===== src/design/mad_pkg.sv =====
// Package with the address map, region codes and port register layout of the decoder.
package mad_pkg;

	// Region codes, one per kind of decoded area of the 64 KB space; reserved and unimplemented codes cover several areas.
	typedef enum logic [3:0] {
		MAD_REG_IO      = 4'h0,
		MAD_REG_RAM     = 4'h1,
		MAD_REG_EEPROM  = 4'h2,
		MAD_REG_ROM     = 4'h3,
		MAD_REG_MONROM  = 4'h4,
		MAD_REG_HIGHREG = 4'h5,
		MAD_REG_VECTOR  = 4'h6,
		MAD_REG_RSVD    = 4'h7,
		MAD_REG_UNIMP   = 4'h8
	} mad_region_e;

	// Region bounds.
	localparam logic [15:0] IO_LO      = 16'h0000;
	localparam logic [15:0] IO_HI      = 16'h003f;
	localparam logic [15:0] UNIMP0_HI  = 16'h004f;
	localparam logic [15:0] RAM_LO     = 16'h0050;
	localparam logic [15:0] RAM_HI     = 16'h044f;
	localparam logic [15:0] RSVD0_HI   = 16'h0451;
	localparam logic [15:0] EE_LO      = 16'h0800;
	localparam logic [15:0] EE_HI      = 16'h09ff;
	localparam logic [15:0] RSVD1_HI   = 16'h0a01;
	localparam logic [15:0] ROM_LO     = 16'h8000;
	localparam logic [15:0] ROM_HI     = 16'hfdff;
	localparam logic [15:0] HREG_LO    = 16'hfe00;
	localparam logic [15:0] HREG_HI    = 16'hfe1f;
	localparam logic [15:0] MON_LO     = 16'hfe20;
	localparam logic [15:0] MON_HI     = 16'hfeff;
	localparam logic [15:0] VEC_LO     = 16'hffdc;

	// High-page register addresses, plus the watchdog register at the last address.
	localparam logic [15:0] SYS_BRK_STAT  = 16'hfe00;
	localparam logic [15:0] SYS_RST_STAT  = 16'hfe01;
	localparam logic [15:0] SYS_BRK_FLAG  = 16'hfe03;
	localparam logic [15:0] BRK_ADDR_HI   = 16'hfe0c;
	localparam logic [15:0] BRK_ADDR_LO   = 16'hfe0d;
	localparam logic [15:0] BRK_STAT_CTL  = 16'hfe0e;
	localparam logic [15:0] LOW_VOLT_STAT = 16'hfe0f;
	localparam logic [15:0] EE_NV_CFG     = 16'hfe1c;
	localparam logic [15:0] EE_CTL        = 16'hfe1d;
	localparam logic [15:0] EE_ARR_CFG    = 16'hfe1f;
	localparam logic [15:0] WDOG_CTL      = 16'hffff;

	// Port register offsets within the I/O block.
	localparam logic [5:0] OFS_PA_DATA = 6'h00;
	localparam logic [5:0] OFS_PB_DATA = 6'h01;
	localparam logic [5:0] OFS_PC_DATA = 6'h02;
	localparam logic [5:0] OFS_PD_DATA = 6'h03;
	localparam logic [5:0] OFS_PA_DIR  = 6'h04;
	localparam logic [5:0] OFS_PB_DIR  = 6'h05;
	localparam logic [5:0] OFS_PC_DIR  = 6'h06;
	localparam logic [5:0] OFS_PD_DIR  = 6'h07;
	localparam logic [5:0] OFS_PE_DATA = 6'h08;
	localparam logic [5:0] OFS_PF_DATA = 6'h09;
	localparam logic [5:0] OFS_RSV_0A  = 6'h0a;
	localparam logic [5:0] OFS_RSV_0B  = 6'h0b;
	localparam logic [5:0] OFS_PE_DIR  = 6'h0c;
	localparam logic [5:0] OFS_PF_DIR  = 6'h0d;
	localparam logic [5:0] OFS_RSV_0E  = 6'h0e;
	localparam logic [5:0] OFS_RSV_0F  = 6'h0f;
	localparam logic [5:0] OFS_RSV_1B  = 6'h1b;
	localparam logic [5:0] OFS_RSV_21  = 6'h21;

	// Implemented-bit masks of the port registers.
	localparam logic [7:0] MASK_FULL   = 8'hff;
	localparam logic [7:0] MASK_PC_DAT = 8'h1f;
	localparam logic [7:0] MASK_PC_DIR = 8'h9f;
	localparam logic [7:0] MASK_PD     = 8'h7f;
	localparam logic [7:0] MASK_PF     = 8'h0f;
	localparam int         BCLK_EN_BIT = 7;

	// Value of port registers after reset: all inputs, data cleared.
	localparam logic [7:0] PORT_RESET  = 8'h00;

endpackage


===== src/design/mad_port_regs.sv =====
// Port data and direction register file at the bottom of the I/O block.
module mad_port_regs (
	// Clock and reset.
	input  wire logic       clock,
	input  wire logic       rstn,
	// Access from the decoder.
	input  wire logic       sel,
	input  wire logic       wr,
	input  wire logic [5:0] offset,
	input  wire logic [7:0] wdata,
	// Read data and hit flag.
	output logic      [7:0] rdata,
	output logic            hit,
	// Register contents.
	output logic      [7:0] pa_data,
	output logic      [7:0] pb_data,
	output logic      [7:0] pc_data,
	output logic      [7:0] pd_data,
	output logic      [7:0] pe_data,
	output logic      [7:0] pf_data,
	output logic      [7:0] pa_dir,
	output logic      [7:0] pb_dir,
	output logic      [7:0] pc_dir,
	output logic      [7:0] pd_dir,
	output logic      [7:0] pe_dir,
	output logic      [7:0] pf_dir
);

	// Storage indexed by register offset 0..13; unimplemented bits are masked on write.
	logic [7:0] regs_reg [0:13];

	// Returns the implemented-bit mask for an offset.
	function automatic logic [7:0] bit_mask(input logic [5:0] ofs);
		case (ofs)
			mad_pkg::OFS_PA_DATA, mad_pkg::OFS_PB_DATA, mad_pkg::OFS_PA_DIR,
			mad_pkg::OFS_PB_DIR, mad_pkg::OFS_PE_DATA, mad_pkg::OFS_PE_DIR:
				bit_mask = mad_pkg::MASK_FULL;
			mad_pkg::OFS_PC_DATA: bit_mask = mad_pkg::MASK_PC_DAT;
			mad_pkg::OFS_PC_DIR:  bit_mask = mad_pkg::MASK_PC_DIR;
			mad_pkg::OFS_PD_DATA: bit_mask = mad_pkg::MASK_PD;
			mad_pkg::OFS_PD_DIR:  bit_mask = mad_pkg::MASK_PD;
			mad_pkg::OFS_PF_DATA: bit_mask = mad_pkg::MASK_PF;
			mad_pkg::OFS_PF_DIR:  bit_mask = mad_pkg::MASK_PF;
			default:              bit_mask = 8'h00;
		endcase
	endfunction

	// Masking at write time keeps unimplemented bits zero, so reads need no mask.
	always_ff @(posedge clock or negedge rstn) begin
		if (!rstn) begin
			for (int i = 0; i < 14; i++) begin
				regs_reg[i] <= mad_pkg::PORT_RESET;
			end
		end else if (sel && wr && bit_mask(offset) != 8'h00) begin
			regs_reg[offset[3:0]] <= wdata & bit_mask(offset);
		end
	end

	// Read data and hit are combinational from the offset.
	always_comb begin
		hit   = (bit_mask(offset) != 8'h00);
		rdata = hit ? regs_reg[offset[3:0]] : 8'h00;
	end

	// Register contents toward the pins.
	assign pa_data = regs_reg[0];
	assign pb_data = regs_reg[1];
	assign pc_data = regs_reg[2];
	assign pd_data = regs_reg[3];
	assign pa_dir  = regs_reg[4];
	assign pb_dir  = regs_reg[5];
	assign pc_dir  = regs_reg[6];
	assign pd_dir  = regs_reg[7];
	assign pe_data = regs_reg[8];
	assign pf_data = regs_reg[9];
	assign pe_dir  = regs_reg[12];
	assign pf_dir  = regs_reg[13];

endmodule


===== src/design/mad_decoder.sv =====
// Address decoder and map of the 64 KB CPU space, with the port register block.
module mad_decoder (
	// Clock and reset.
	input  wire logic        clock,
	input  wire logic        rstn,
	// CPU bus.
	input  wire logic [15:0] addr,
	input  wire logic        valid,
	input  wire logic        wr,
	input  wire logic [7:0]  wdata,
	output logic      [7:0]  port_rdata,
	output logic             port_rdata_valid,
	// Region selects.
	output logic      [3:0]  region,
	output logic             sel_io,
	output logic             sel_ram,
	output logic             sel_eeprom,
	output logic             sel_rom,
	output logic             sel_monrom,
	output logic             sel_vector,
	output logic             sel_reserved,
	output logic             sel_unimpl,
	// High-page register selects, plus the watchdog select at the last address.
	output logic             sel_sys_brk_stat,
	output logic             sel_sys_rst_stat,
	output logic             sel_sys_brk_flag,
	output logic             sel_brk_addr_hi,
	output logic             sel_brk_addr_lo,
	output logic             sel_brk_stat_ctl,
	output logic             sel_low_volt_stat,
	output logic             sel_ee_nv_cfg,
	output logic             sel_ee_ctl,
	output logic             sel_ee_arr_cfg,
	output logic             sel_wdog_ctl,
	// Illegal-address reset.
	input  wire logic        illegal_rst_en,
	output logic             illegal_rst_req,
	// Port registers.
	output logic      [7:0]  pa_data,
	output logic      [7:0]  pb_data,
	output logic      [7:0]  pc_data,
	output logic      [7:0]  pd_data,
	output logic      [7:0]  pe_data,
	output logic      [7:0]  pf_data,
	output logic      [7:0]  pa_dir,
	output logic      [7:0]  pb_dir,
	output logic      [7:0]  pc_dir,
	output logic      [7:0]  pd_dir,
	output logic      [7:0]  pe_dir,
	output logic      [7:0]  pf_dir,
	output logic             bus_clock_output_enable
);

	// Region of the current address.
	mad_pkg::mad_region_e region_now;
	logic                 illegal_rst_reg;
	logic [7:0]           port_rdata_reg;
	logic                 port_rdata_valid_reg;
	logic [7:0]           pr_rdata;
	logic                 pr_hit;
	logic                 io_sel;

	// True when an address is a reserved location inside the I/O block.
	function automatic logic io_reserved(input logic [5:0] ofs);
		io_reserved = (ofs == mad_pkg::OFS_RSV_0A) || (ofs == mad_pkg::OFS_RSV_0B) ||
			(ofs == mad_pkg::OFS_RSV_0E) || (ofs == mad_pkg::OFS_RSV_0F) ||
			(ofs == mad_pkg::OFS_RSV_1B) || (ofs == mad_pkg::OFS_RSV_21);
	endfunction

	// True when a high-page address holds an implemented system register.
	function automatic logic high_impl(input logic [15:0] a);
		high_impl = (a == mad_pkg::SYS_BRK_STAT) || (a == mad_pkg::SYS_RST_STAT) ||
			(a == mad_pkg::SYS_BRK_FLAG) ||
			(a >= mad_pkg::BRK_ADDR_HI && a <= mad_pkg::LOW_VOLT_STAT) ||
			(a == mad_pkg::EE_NV_CFG) || (a == mad_pkg::EE_CTL) ||
			(a == mad_pkg::EE_ARR_CFG);
	endfunction

	// Priority chain gives exactly one region for every address.
	always_comb begin
		if (addr <= mad_pkg::IO_HI) begin
			region_now = io_reserved(addr[5:0]) ? mad_pkg::MAD_REG_RSVD
				: mad_pkg::MAD_REG_IO;
		end else if (addr <= mad_pkg::UNIMP0_HI) begin
			region_now = mad_pkg::MAD_REG_UNIMP;
		end else if (addr <= mad_pkg::RAM_HI) begin
			region_now = mad_pkg::MAD_REG_RAM;
		end else if (addr <= mad_pkg::RSVD0_HI) begin
			region_now = mad_pkg::MAD_REG_RSVD;
		end else if (addr < mad_pkg::EE_LO) begin
			region_now = mad_pkg::MAD_REG_UNIMP;
		end else if (addr <= mad_pkg::EE_HI) begin
			region_now = mad_pkg::MAD_REG_EEPROM;
		end else if (addr <= mad_pkg::RSVD1_HI) begin
			region_now = mad_pkg::MAD_REG_RSVD;
		end else if (addr < mad_pkg::ROM_LO) begin
			region_now = mad_pkg::MAD_REG_UNIMP;
		end else if (addr <= mad_pkg::ROM_HI) begin
			region_now = mad_pkg::MAD_REG_ROM;
		end else if (addr <= mad_pkg::HREG_HI) begin
			region_now = high_impl(addr) ? mad_pkg::MAD_REG_HIGHREG
				: mad_pkg::MAD_REG_RSVD;
		end else if (addr <= mad_pkg::MON_HI) begin
			region_now = mad_pkg::MAD_REG_MONROM;
		end else if (addr < mad_pkg::VEC_LO) begin
			region_now = mad_pkg::MAD_REG_UNIMP;
		end else begin
			region_now = mad_pkg::MAD_REG_VECTOR;
		end
	end

	// Region selects, each qualified by a valid bus cycle.
	assign region       = region_now;
	assign sel_io       = valid && region_now == mad_pkg::MAD_REG_IO;
	assign sel_ram      = valid && region_now == mad_pkg::MAD_REG_RAM;
	assign sel_eeprom   = valid && region_now == mad_pkg::MAD_REG_EEPROM;
	assign sel_rom      = valid && region_now == mad_pkg::MAD_REG_ROM;
	assign sel_monrom   = valid && region_now == mad_pkg::MAD_REG_MONROM;
	assign sel_vector   = valid && region_now == mad_pkg::MAD_REG_VECTOR;
	// Reserved hits are only reported; the master is trusted to avoid them.
	assign sel_reserved = valid && region_now == mad_pkg::MAD_REG_RSVD;
	assign sel_unimpl   = valid && region_now == mad_pkg::MAD_REG_UNIMP;

	// High-page register selects, plus the watchdog select at the last address.
	assign sel_sys_brk_stat  = valid && addr == mad_pkg::SYS_BRK_STAT;
	assign sel_sys_rst_stat  = valid && addr == mad_pkg::SYS_RST_STAT;
	assign sel_sys_brk_flag  = valid && addr == mad_pkg::SYS_BRK_FLAG;
	assign sel_brk_addr_hi   = valid && addr == mad_pkg::BRK_ADDR_HI;
	assign sel_brk_addr_lo   = valid && addr == mad_pkg::BRK_ADDR_LO;
	assign sel_brk_stat_ctl  = valid && addr == mad_pkg::BRK_STAT_CTL;
	assign sel_low_volt_stat = valid && addr == mad_pkg::LOW_VOLT_STAT;
	assign sel_ee_nv_cfg     = valid && addr == mad_pkg::EE_NV_CFG;
	assign sel_ee_ctl        = valid && addr == mad_pkg::EE_CTL;
	assign sel_ee_arr_cfg    = valid && addr == mad_pkg::EE_ARR_CFG;
	// The watchdog register overlays the last vector byte, so both selects rise together.
	assign sel_wdog_ctl      = valid && addr == mad_pkg::WDOG_CTL;

	// Reset request high for every cycle an unimplemented access is held, registered for clean timing.
	always_ff @(posedge clock or negedge rstn) begin
		if (!rstn) begin
			illegal_rst_reg <= 1'b0;
		end else begin
			illegal_rst_reg <= sel_unimpl && illegal_rst_en;
		end
	end
	assign illegal_rst_req = illegal_rst_reg;

	// Port registers live in the I/O block only.
	assign io_sel = sel_io;

	mad_port_regs u_port_regs (
		.clock   (clock),
		.rstn    (rstn),
		.sel     (io_sel),
		.wr      (wr),
		.offset  (addr[5:0]),
		.wdata   (wdata),
		.rdata   (pr_rdata),
		.hit     (pr_hit),
		.pa_data (pa_data),
		.pb_data (pb_data),
		.pc_data (pc_data),
		.pd_data (pd_data),
		.pe_data (pe_data),
		.pf_data (pf_data),
		.pa_dir  (pa_dir),
		.pb_dir  (pb_dir),
		.pc_dir  (pc_dir),
		.pd_dir  (pd_dir),
		.pe_dir  (pe_dir),
		.pf_dir  (pf_dir)
	);

	// Read data is registered: it appears the cycle after a port read.
	always_ff @(posedge clock or negedge rstn) begin
		if (!rstn) begin
			port_rdata_reg       <= 8'h00;
			port_rdata_valid_reg <= 1'b0;
		end else begin
			port_rdata_reg       <= pr_rdata;
			port_rdata_valid_reg <= io_sel && !wr && pr_hit;
		end
	end
	assign port_rdata       = port_rdata_reg;
	assign port_rdata_valid = port_rdata_valid_reg;

	// Bus clock output enable is the top bit of port C direction.
	assign bus_clock_output_enable = pc_dir[mad_pkg::BCLK_EN_BIT];

	// Assertions.
	a_illegal_pulse: assert property (@(posedge clock) disable iff (!rstn)
		(valid && region_now == mad_pkg::MAD_REG_UNIMP && illegal_rst_en)
		|=> illegal_rst_req) else $error("illegal access did not request reset");
	a_illegal_gated: assert property (@(posedge clock) disable iff (!rstn)
		!(sel_unimpl && illegal_rst_en) |=> !illegal_rst_req)
		else $error("reset request without enabled illegal access");
	a_one_region: assert property (@(posedge clock) disable iff (!rstn)
		valid |-> $onehot({sel_io, sel_ram, sel_eeprom, sel_rom, sel_monrom,
		sel_vector, sel_reserved, sel_unimpl, region_now == mad_pkg::MAD_REG_HIGHREG}))
		else $error("address did not select exactly one region");
	a_ram_range: assert property (@(posedge clock) disable iff (!rstn)
		sel_ram |-> (addr >= mad_pkg::RAM_LO && addr <= mad_pkg::RAM_HI))
		else $error("RAM selected outside its range");
	a_rom_range: assert property (@(posedge clock) disable iff (!rstn)
		(valid && addr >= mad_pkg::ROM_LO && addr <= mad_pkg::ROM_HI) |-> sel_rom)
		else $error("ROM not selected in its range");
	a_monrom_range: assert property (@(posedge clock) disable iff (!rstn)
		(valid && addr >= mad_pkg::MON_LO && addr <= mad_pkg::MON_HI) |-> sel_monrom)
		else $error("monitor ROM not selected");
	a_vec_wdog: assert property (@(posedge clock) disable iff (!rstn)
		sel_wdog_ctl |-> sel_vector) else $error("watchdog select outside vectors");
	a_eeprom_range: assert property (@(posedge clock) disable iff (!rstn)
		(valid && addr >= mad_pkg::EE_LO && addr <= mad_pkg::EE_HI) |-> sel_eeprom)
		else $error("EEPROM not selected");
	a_pc_data_bits: assert property (@(posedge clock) disable iff (!rstn)
		(pc_data & ~mad_pkg::MASK_PC_DAT) == 8'h00)
		else $error("port C data upper bits set");
	a_pd_bits: assert property (@(posedge clock) disable iff (!rstn)
		!pd_data[7] && !pd_dir[7]) else $error("port D bit 7 set");
	a_pf_bits: assert property (@(posedge clock) disable iff (!rstn)
		(pf_data[7:4] == 4'h0) && (pf_dir[7:4] == 4'h0))
		else $error("port F upper bits set");
	a_pc_dir_write: assert property (@(posedge clock) disable iff (!rstn)
		(sel_io && wr && addr[5:0] == mad_pkg::OFS_PC_DIR)
		|=> pc_dir == ($past(wdata) & mad_pkg::MASK_PC_DIR))
		else $error("port C direction write wrong");
	a_pa_write: assert property (@(posedge clock) disable iff (!rstn)
		(sel_io && wr && addr[5:0] == mad_pkg::OFS_PA_DATA) |=> pa_data == $past(wdata))
		else $error("port A data write lost");

endmodule


===== config.mk =====
export PLATFORM = sky130hd
export DESIGN_NAME = mad_decoder
export DESIGN_NICKNAME = d
export VERILOG_FILES = /design/src/design/mad_pkg.sv /design/src/design/mad_port_regs.sv /design/src/design/mad_decoder.sv
export SDC_FILE = /design/constraint.sdc
export NUM_CORES = 1
export LEC_CHECK = 0
export ABC_AREA = 0
export BUFFER_PORTS_ARGS = -buffer_cell sky130_fd_sc_hd__buf_2
export CAP_MARGIN = 25
export CORE_ASPECT_RATIO = 1.2
export CORE_UTILIZATION = 30
export DETAILED_ROUTE_END_ITERATION = 8
export PLACE_DENSITY_LB_ADDON = 0.25
export SLEW_MARGIN = 20
export SYNTH_ARGS = -nofsm -noshare
export SYNTH_HDL_FRONTEND = slang
export SYNTH_SLANG_ARGS = --single-unit
export TNS_END_PERCENT = 10

===== constraint.sdc =====
create_clock -name clock -period 9.5 [get_ports clock]
set_clock_uncertainty 0.05 [all_clocks]
set_input_delay 1.9 -clock clock [delete_from_list [all_inputs] [get_ports clock]]
set_output_delay 1.9 -clock clock [all_outputs]
set_load 0.02 [all_outputs]

==> impl_results.md, run 1 <==
- Status: finished, final reports clean
- Most frequent cells in the layout: 157 x buf_2, 122 x dfrtp_1, 79 x mux2_2
- Top-level port count: 159
- Hold WC Path Type: flip-flop to flip-flop
- Worst setup SP type: input pin
- Arrival time at the worst endpoint: 4790 ps
- Final Hold Viols: 0
- Worst vdd ir: 0.09205 mV
- Number of synthesized flops with an enable pin: 0
- Max_cap viols: 0
- CP required: 7550 ps
- CTS tree: built
- Cell area after synthesis: 6858 um^2
- Cells after synthesis: 585
- Worst setup margin: 2763 ps
- 1st-iter DRT viols: 266
- Layout cells sized above 1: 50.08%
- # port buffers: 158
- Async SR Flop Fraction: 100.0%
- Initial DRT Pass Iterations: 4
- Setup TNS Final: 0 ps
- Detailed placement HPWL: 14.89 mm
- Slew headroom: 38.84%
- Max FFs per register: 16
- Cell variety after synth: 52
- GRT Overall Usage: 17.73%
- Tmin final: 6737 ps
- Final setup violation count: 0
- Post-CTS Resized: 0
- LEAKAGE: 4.030 nW
- Net count after synthesis: 614
- Commonest non-fill, non-tap cell in the layout: buf_2
- Clock transition at path regs: 50 ps
- Worst path slowest cell: or4b_1
- Main synth FF type: dfrtp_1
- Syn Area/Cell: 11.72 um^2
- Slew @ Worst Pin: 914.1 ps
- Sink Count: 122
- Inserted Diodes: 0
- Clock H-tree levels: 4
- Number of synthesized register bits: 122
- Hold Buf Count CTS: 0
- Vias: 4,668
- Initial Utilization: 30.55%
- Clock latency on the worst-skew pair: 410 ps
- Area of the die: 23,470 um^2
- CP Cell Sequence: buf_2 > or4b_1 > or4_4 > and2_4 > o211a_1 > nand4bb_1 > nor3_1 > buf_2
- Register area share after synthesis: 44.52%
- Final antenna-violating net count: 0
- Pwr Density: 168.6 nW/um^2
- Fin nets: 651
- CP endpoint kind: primary output
- Pre-CTS setup slack: 2720 ps
- Die X-Extent: 140.0 um
- Global placement routability congestion: 0.9039
- Die H: 167.6 um
- Root Buffer: clkbuf_16
- Drt drc: 0
- Post-CTS setup buffers: 0
- # rows: 60
- Initial antenna violation count: 0
- GRT overflow: 0
- Fmax: 0.1484 GHz
- Design Area, Final: 7777 um^2
- Final worst path period share: 70.91%
- WL/cell: 21.83 um
- CP max FO: 36
- Largest net degree at the start of global routing: 83
- Vias in the first global route: 4,967
- Max stage delay on crit path: 800 ps
- Area after DPL: 7118 um^2
- Core area: 22,450 um^2
- Synth warn: 0
- WS Path Type: input pin to primary output
- Via density: 5.107
- Most frequent CP cell: buf_2
- P&R area growth vs syn: 13.41%
- Max Root-Sink Buffers: 2
- Unrepaired setup endpoints after global routing: false
- Num CTS Buffers: 17
- Filler Cell Count: 2,270
- First-pass GRT wire length: 30.75 mm
- Fin. max-slew vios: 0
- Drt total wl: 19.95 mm
- Layout Utilization: 34.65%
power breakdown:
part           switching [mW]  internal [mW]  total [mW]  leakage [nW]
Sequential           0.000900          0.521       0.522          1.70
Clock                   0.232          0.474       0.707         0.326
Combinational          0.0598         0.0226      0.0824          2.00
critical path: cells and delay by family:
family          cells  cell delay [ps]
compound gates      1              230
buf+inv             2              600
simple gates        5             2040
metrics by stage:
| stage | hold WS (ps) | std cells | power [mW] |
|---|---|---|---|
| 6_report | 319.2 | 914 | 1.311 |
| 5_1_grt | 331.6 | 914 | 1.356 |
| 3_3_place_gp | 309.9 | 881 | 0.6137 |
| 4_1_cts | 324.2 | 914 | 1.324 |
| 3_5_place_dp | 312.2 | 882 | 0.6146 |
| 2_1_floorplan | 373.9 | 585 | 0.5813 |
cell type report:
type | instances | area (um^2) | area share (%)
flip-flops and latches | 122 | 3053 | 39.25
multi-input cells | 306 | 2834 | 36.44
repair buffers | 164 | 844.6 | 10.86
clock buffers | 22 | 494.2 | 6.355
well taps | 279 | 349.1 | 4.488
clock inverters | 10 | 161.4 | 2.075
inverters | 11 | 41.29 | 0.5309
per-layer routing:
metal  vias to the layer above  share of wire [%]  track usage [%]  wire (um)
met2                       184                 51            30.50      10170
met4                         0                2.6            7.119        519
met5                         -                  0                0          0
met1                      2409                 40            20.98       8068
met3                        32                6.0            4.604       1192
li1                       2043                  -                -          -
cells by family (layout without fill, tap and decap cells):
logic type	Yosys count	in the layout	share of synthesized area (%)
buffers and inverters	157	207	14.16
and+or+nand+nor	138	138	13.43
DFF	122	122	44.52
muxes	121	121	23.52
AOI/OAI and AO/OA	47	47	4.379
worst paths after layout:
path                                     startpoint                  endpoint  slack [ps]  cells after the start
setup / recovery                            addr[1]                    sel_io        2760                      8
hold / removal             u_port_regs.regs_reg[25]  u_port_regs.regs_reg[25]         320                      0
setup reg to reg             u_port_regs.pd_data[0]             port_rdata[0]        7870                      5
max in group asynchronous                      rstn     u_port_regs.pf_dir[1]        6870                      2
hold reg to reg            u_port_regs.regs_reg[25]  u_port_regs.regs_reg[25]         320                      0
min in group asynchronous                      rstn    u_port_regs.pc_data[3]        1420                      1
synthesized netlist by cell type, types with 3 or more instances:
| master | n | area share, % |
|---|---|---|
| a21oi_1 | 14 | 1.0 |
| and2_1 | 3 | 0.27 |
| and3_1 | 7 | 0.64 |
| buf_1 | 8 | 0.44 |
| buf_4 | 97 | 11 |
| clkbuf_1 | 37 | 2.0 |
| dfrtp_1 | 122 | 45 |
| inv_1 | 11 | 0.60 |
| mux2_2 | 79 | 13 |
| mux2i_1 | 16 | 2.3 |
| mux4_2 | 24 | 7.9 |
| nand2_1 | 18 | 0.99 |
| nand2b_1 | 7 | 0.64 |
| nand3_1 | 8 | 0.58 |
| nand4_1 | 4 | 0.36 |
| nor2_1 | 28 | 1.5 |
| nor2b_1 | 17 | 1.6 |
| nor3_1 | 9 | 0.66 |
| nor3_4 | 6 | 1.4 |
| nor4_1 | 5 | 0.46 |
| nor4_4 | 6 | 1.9 |
| o21ai_0 | 8 | 0.58 |
| o22ai_1 | 10 | 0.91 |
| or2_2 | 3 | 0.27 |
Note: power is estimated with default switching activity, not from simulation.
==> run 2, diff against run 1 <==
- clock period: 9.5 -> 6.1 ns (I/O delays scaled with it)
==> run 2 against run 1 <==
  * Combinational power up 57%
  * Largest power group unchanged
  * Setup slack worse by 1900 ps
  * Sequential power up 56%
  * Critical path type unchanged
  * Critical path depth unchanged
  * Highest routed layer unchanged
==> impl_results.md, run 2 (synthesized netlist as in run 1, its figures left out) <==
- WL/cell: 21.44 um (-1.8%)
- Crit-path leading delay family: simple AND/OR/NAND/NOR gates
- P_sw: 0.4403 mW (+50%)
- Fmax: 0.1911 GHz
- Clock share of power: 49.7% (-4.2 points)
- WHS Path Cells: 0 (unchanged)
- Commonest non-fill, non-tap cell in the layout: buf_2
- Die X-Extent: 140.0 um (unchanged)
- CTS tree: built
- Status: finished, final reports clean
- Largest net degree at the start of global routing: 81 (-2.4%)
- Top-level port count: 159 (unchanged)
- Final antenna-violating net count: 0 (unchanged)
- CP Cell Sequence: buf_2 > or4b_1 > or4_4 > and2_4 > o211a_1 > nand4bb_1 > nor3_1 > buf_2
- Most frequent CP cell: buf_2
- Unrepaired setup endpoints after global routing: false
- 1st-iter DRT viols: 205 (-23%)
- Pwr Density: 243.9 nW/um^2 (+45%)
- Final Hold Viols: 0 (unchanged)
- Die H: 167.6 um (unchanged)
- Sink Count: 122 (unchanged)
- Switch share: 23.50% (+1.1 points)
- Reg2reg path depth: 5 (unchanged)
- Post-CTS Resized: 0 (unchanged)
- Sequential Power Share: 43.4% (+3.6 points)
- GRT overflow: 0 (unchanged)
- Most frequent cells in the layout: 157 x buf_2, 122 x dfrtp_1, 79 x mux2_2
- Arrival time at the worst endpoint: 3960 ps (-830 ps)
- Drt drc: 0 (unchanged)
- Hold Buf Count CTS: 0 (unchanged)
- Vias in the first global route: 4,807 (-3.2%)
- Worst setup SP type: input pin
- CP max FO: 29 (-19%)
- Max FFs per register: 16 (unchanged)
- Worst vdd ir: 0.1836 mV (+99%)
- Post-CTS setup buffers: 0 (unchanged)
- WS Path Type: input pin to primary output
- # port buffers: 158 (unchanged)
- Internal: 1.433 mW (+41%)
- Global placement routability congestion: 0.9051 (+0.13%)
- Max Root-Sink Buffers: 2 (unchanged)
- Setup TNS Final: 0 ps (unchanged)
- Slew @ Worst Pin: 877.5 ps (-36.57 ps)
- Final worst path period share: 85.80%
- GRT Overall Usage: 17.27% (-0.46 points)
- Inserted Diodes: 0 (unchanged)
- Clock H-tree levels: 4 (unchanged)
- Initial Utilization: 30.55% (unchanged)
- Clock transition at path regs: 50 ps (about the same)
- Via density: 4.929 (-3.5%)
- Max stage delay on crit path: 730 ps (-70 ps)
- Initial DRT Pass Iterations: 4 (unchanged)
- Clock latency on the worst-skew pair: 410 ps (about the same)
- Layout cells sized above 1: 49.76% (-0.31 points)
- Slew headroom: 41.50% (+2.7 points)
- First-pass GRT wire length: 29.86 mm (-2.9%)
- Final setup violation count: 0 (unchanged)
- Max_cap viols: 0 (unchanged)
- Layout Utilization: 34.22% (-0.43 points)
- Initial antenna violation count: 0 (unchanged)
- CP endpoint kind: primary output
- LEAKAGE: 3.978 nW (-1.3%)
- Area of the die: 23,470 um^2 (unchanged)
- Detailed placement HPWL: 14.77 mm (-0.77%)
- Cell count along the critical path: 8 (unchanged)
- CP required: 4830 ps (-2720 ps)
- Fin nets: 652 (+0.15%)
- Root Buffer: clkbuf_16
- Worst path bufs/invs: 2 (unchanged)
- Fin. max-slew vios: 0 (unchanged)
- Tmin final: 5234 ps
- Drt total wl: 19.60 mm (-1.8%)
- Hold WC Path Type: flip-flop to flip-flop
- Comb power frac: 6.9% (+0.6 points)
- # rows: 60 (unchanged)
- P&R area growth vs syn: 12.01%
- Vias: 4,505 (-3.5%)
- Core area: 22,450 um^2 (unchanged)
- Num CTS Buffers: 17 (unchanged)
- Worst path slowest cell: or4b_1
[run 2: changes by cell type in the layout (fill, tap and decap cells not counted)]
cell             previous run  this run
nor4_1                      5         4
clkbuf_8                    5         3
clkbuf_1                    0         3
clkinvlp_4                  0         2
clkinv_2                    3         5
clkinv_4                    2         0
buf_4                       5         7
inv_6                       1         0
clkdlybuf4s18_2             1         0
bufinv_16                   4         1
nor4_2                      0         1
[run 2: worst paths after layout]
check                                         start                  endpoint  slack [ps]
max                                         addr[3]                    sel_io         870
min                        u_port_regs.regs_reg[25]  u_port_regs.regs_reg[25]         320
max reg2reg                   u_port_regs.pc_dir[7]             port_rdata[7]        4530
min reg2reg                u_port_regs.regs_reg[25]  u_port_regs.regs_reg[25]         320
max in group asynchronous                      rstn             port_rdata[5]        4130
min in group asynchronous                      rstn    u_port_regs.pb_data[3]         760
[run 2: power by group through the flow]
| stage | Clock, mW | Combinational, mW | Sequential (mW) |
|---|---|---|---|
| final | 0.931 | 0.129 | 0.813 |
| after global routing | 0.986 | 0.141 | 0.813 |
| after CTS | 0.952 | 0.131 | 0.813 |
| after detailed placement | 0 | 0.131 | 0.827 |
| after global placement | 0 | 0.130 | 0.827 |
| after floorplan | 0 | 0.0777 | 0.828 |
[run 2: stage by stage]
step / cells / power [mW] / worst slack (ps) / instance area (um^2) / hold slack [ps]
2_1_floorplan: 585 / 0.9053 / 829.1 / 6858 / 373.9
3_3_place_gp: 883 / 0.9573 / 1021 / 7123 / 309.7
3_5_place_dp: 883 / 0.9580 / 868.7 / 7129 / 312.2
4_1_cts: 914 / 1.897 / 860.1 / 7677 / 323.9
5_1_grt: 914 / 1.939 / 722.2 / 7681 / 331.6
6_report: 914 / 1.874 / 866.4 / 7681 / 318.4
[run 2: per-layer routing]
layer / routed length, um / global-route usage (%)
met3: 1037 / 4.461
met2: 10150 / 30.17
met1: 8105 / 20.57
met5: 0 / 0
met4: 298 / 5.590
[run 2: area by class of cell]
class / count / area [um^2]
flip-flops and latches: 122 / 3053
repair buffers: 165 / 849.6
clock inverters: 8 / 70.07
clock buffers: 23 / 478.0
inverters: 11 / 41.29
fillers: 2231 / 14770
multi-input cells: 306 / 2840
well taps: 279 / 349.1
==> run 3, diff against run 2 <==
- RECOVER_POWER: not set -> 100
==> run 3 against run 2 <==
  * The flow now finishes with violations (capacitance limit, slew limit)
  * Global-route usage unchanged
  * Highest routed layer unchanged
  * First-iteration DRC count increased by 13%
  * Via count increased by 0.31%
  * Worst hold slack about the same
  * Utilization decreased by 1.3 points
  * Sequential share of layout area increased by 1.6 points
  * Critical endpoint is now u_port_regs.pb_dir[5]
  * Critical path type is now input pin to flip-flop
==> impl_results.md, run 3 (synthesized netlist as in run 1, its figures left out) <==
- First-pass GRT wire length: 29.86 mm (unchanged)
- GRT Overall Usage: 17.27% (unchanged)
- Hold WC Path Type: flip-flop to flip-flop
- Met1 Track Usage GR: 20.57% (unchanged)
- Num CTS Buffers: 17 (unchanged)
- Drt drc: 0 (unchanged)
- Final setup violation count: 0 (unchanged)
- Vias in the first global route: 4,807 (unchanged)
- Layout cells sized above 1: 27.56% (-22 points)
- Met2 Use GR: 30.17% (unchanged)
- Inserted Diodes: 0 (unchanged)
- CP endpoint kind: flip-flop
- GRT Max-Usage Layer: met2
- Fmax: 0.1825 GHz (-4.5%)
- 1st-iter DRT viols: 231 (+13%)
- Max stage delay on crit path: 1420 ps (+690 ps)
- GRT overflow: 0 (unchanged)
- Failing checks: capacitance limit, slew limit
- # rows: 60 (unchanged)
- Max FFs per register: 16 (unchanged)
- Hold Buf Count CTS: 0 (unchanged)
- Worst path slowest cell: nor4_1
- Tmin final: 5478 ps (+244.7 ps)
- Largest net degree at the start of global routing: 81 (unchanged)
- Worst vdd ir: 0.1870 mV (+1.9%)
- Final worst path period share: 89.81% (+4.0 points)
- CP max FO: 29 (unchanged)
- LEAKAGE: 3.310 nW (-17%)
- Inst Count DP: 883 (unchanged)
- Top-level port count: 159 (unchanged)
- Unrepaired setup endpoints after global routing: false
- Clock transition at path regs: 60 ps (about the same)
- WS Path Type: input pin to flip-flop
- Max_cap viols: 6 (+6)
- Sink Count: 122 (unchanged)
- Slew headroom: -60.24% (-100 points)
- # port buffers: 158 (unchanged)
- Final antenna-violating net count: 0 (unchanged)
- Vias: 4,519 (+0.31%)
- Slew @ Worst Pin: 2404 ps (+1526 ps)
- Die H: 167.6 um (unchanged)
- Routing usage on met3: 4.461% (unchanged)
- Detailed placement HPWL: 14.77 mm (unchanged)
- Most frequent cells in the layout: 134 x clkbuf_1, 122 x dfrtp_1, 78 x mux2_2
- Fin. max-slew vios: 143 (+143)
- CP required: 6350 ps (+1520 ps)
- Die X-Extent: 140.0 um (unchanged)
- Area of the die: 23,470 um^2 (unchanged)
- Commonest non-fill, non-tap cell in the layout: clkbuf_1
- Global placement routability congestion: 0.9051 (unchanged)
- Pwr Density: 252.7 nW/um^2 (+3.6%)
- Layout Utilization: 32.93% (-1.3 points)
- Status: finished, violations left
- Arrival time at the worst endpoint: 5730 ps (+1770 ps)
- Final Non-Filler Cells: 914 (unchanged)
- Post-CTS setup buffers: 0 (unchanged)
- Via density: 4.944 (+0.31%)
- P&R area growth vs syn: 7.772%
- Initial DRT Pass Iterations: 4 (unchanged)
- Max Root-Sink Buffers: 2 (unchanged)
- Root Buffer: clkbuf_16
- Clock latency on the worst-skew pair: 410 ps (about the same)
- Setup TNS Final: 0 ps (unchanged)
- Post-CTS Resized: 0 (unchanged)
- Initial antenna violation count: 0 (unchanged)
- CTS tree: built
- Fin nets: 652 (unchanged)
- Worst setup SP type: input pin
- Clock H-tree levels: 4 (unchanged)
- Drt total wl: 19.68 mm (+0.41%)
- Core area: 22,450 um^2 (unchanged)
- WL/cell: 21.53 um (+0.41%)
- Initial Utilization: 30.55% (unchanged)
- CP Cell Sequence: buf_2 > or4b_1 > or4_1 > and2_0 > o211a_1 > nand4bb_1 > clkbuf_2 > nor4_1 > mux2_2
- Final Hold Viols: 0 (unchanged)
==> run 3: power breakdown <==
group | switching, mW | internal (mW)
combinational | 0.0894 | 0.0323
clock | 0.347 | 0.585
sequential | 0.00142 | 0.812
==> run 3: area by class of cell <==
cell class,instances,area [um^2]
multi-input combinational,306,2725
clock inverter,8,70.07
inverter,11,41.29
timing repair buffer,165,674.4
sequential,122,3053
tap,279,349.1
fill,2290,15060
clock buffer,23,478.0
==> run 3: worst paths after layout <==
| check | cells after the start | slack (ps) | from | to |
|---|---|---|---|---|
| max | 9 | 620 | addr[3] | u_port_regs.pb_dir[5] |
| min | 0 | 320 | u_port_regs.regs_reg[25] | u_port_regs.regs_reg[25] |
| max reg2reg | 5 | 4520 | u_port_regs.pc_dir[7] | port_rdata[7] |
| min reg2reg | 0 | 320 | u_port_regs.regs_reg[25] | u_port_regs.regs_reg[25] |
| max in group asynchronous | 2 | 1590 | rstn | port_rdata[0] |
| min in group asynchronous | 1 | 1490 | rstn | u_port_regs.pa_data[3] |
==> run 3: metrics by stage <==
| step | instance area (um^2) | total power, mW | worst slack [ps] | hold WS (ps) |
|---|---|---|---|---|
| 5_1_grt | 7391 | 1.932 | 409.0 | 331.6 |
| 3_3_place_gp | 7123 | 0.9573 | 1021 | 309.7 |
| 6_report | 7391 | 1.868 | 621.8 | 318.5 |
| 4_1_cts | 7677 | 1.897 | 860.1 | 323.9 |
| 2_1_floorplan | 6858 | 0.9053 | 829.1 | 373.9 |
| 3_5_place_dp | 7129 | 0.9580 | 868.7 | 312.2 |
==> run 3: routing by layer <==
layer,vias up,routed length [um],share of wire (%)
met2,148,9940,51
met5,-,0,0
met1,2301,8327,42
met3,21,1041,5.3
li1,2049,-,-
met4,0,366,1.9
==> run 3: worst max-delay path: cells and delay by family <==
family | cells | cell delay [ps]
AOI/OAI and AO/OA | 1 | 250
muxes | 1 | 440
buffers and inverters | 2 | 630
and+or+nand+nor | 5 | 3180
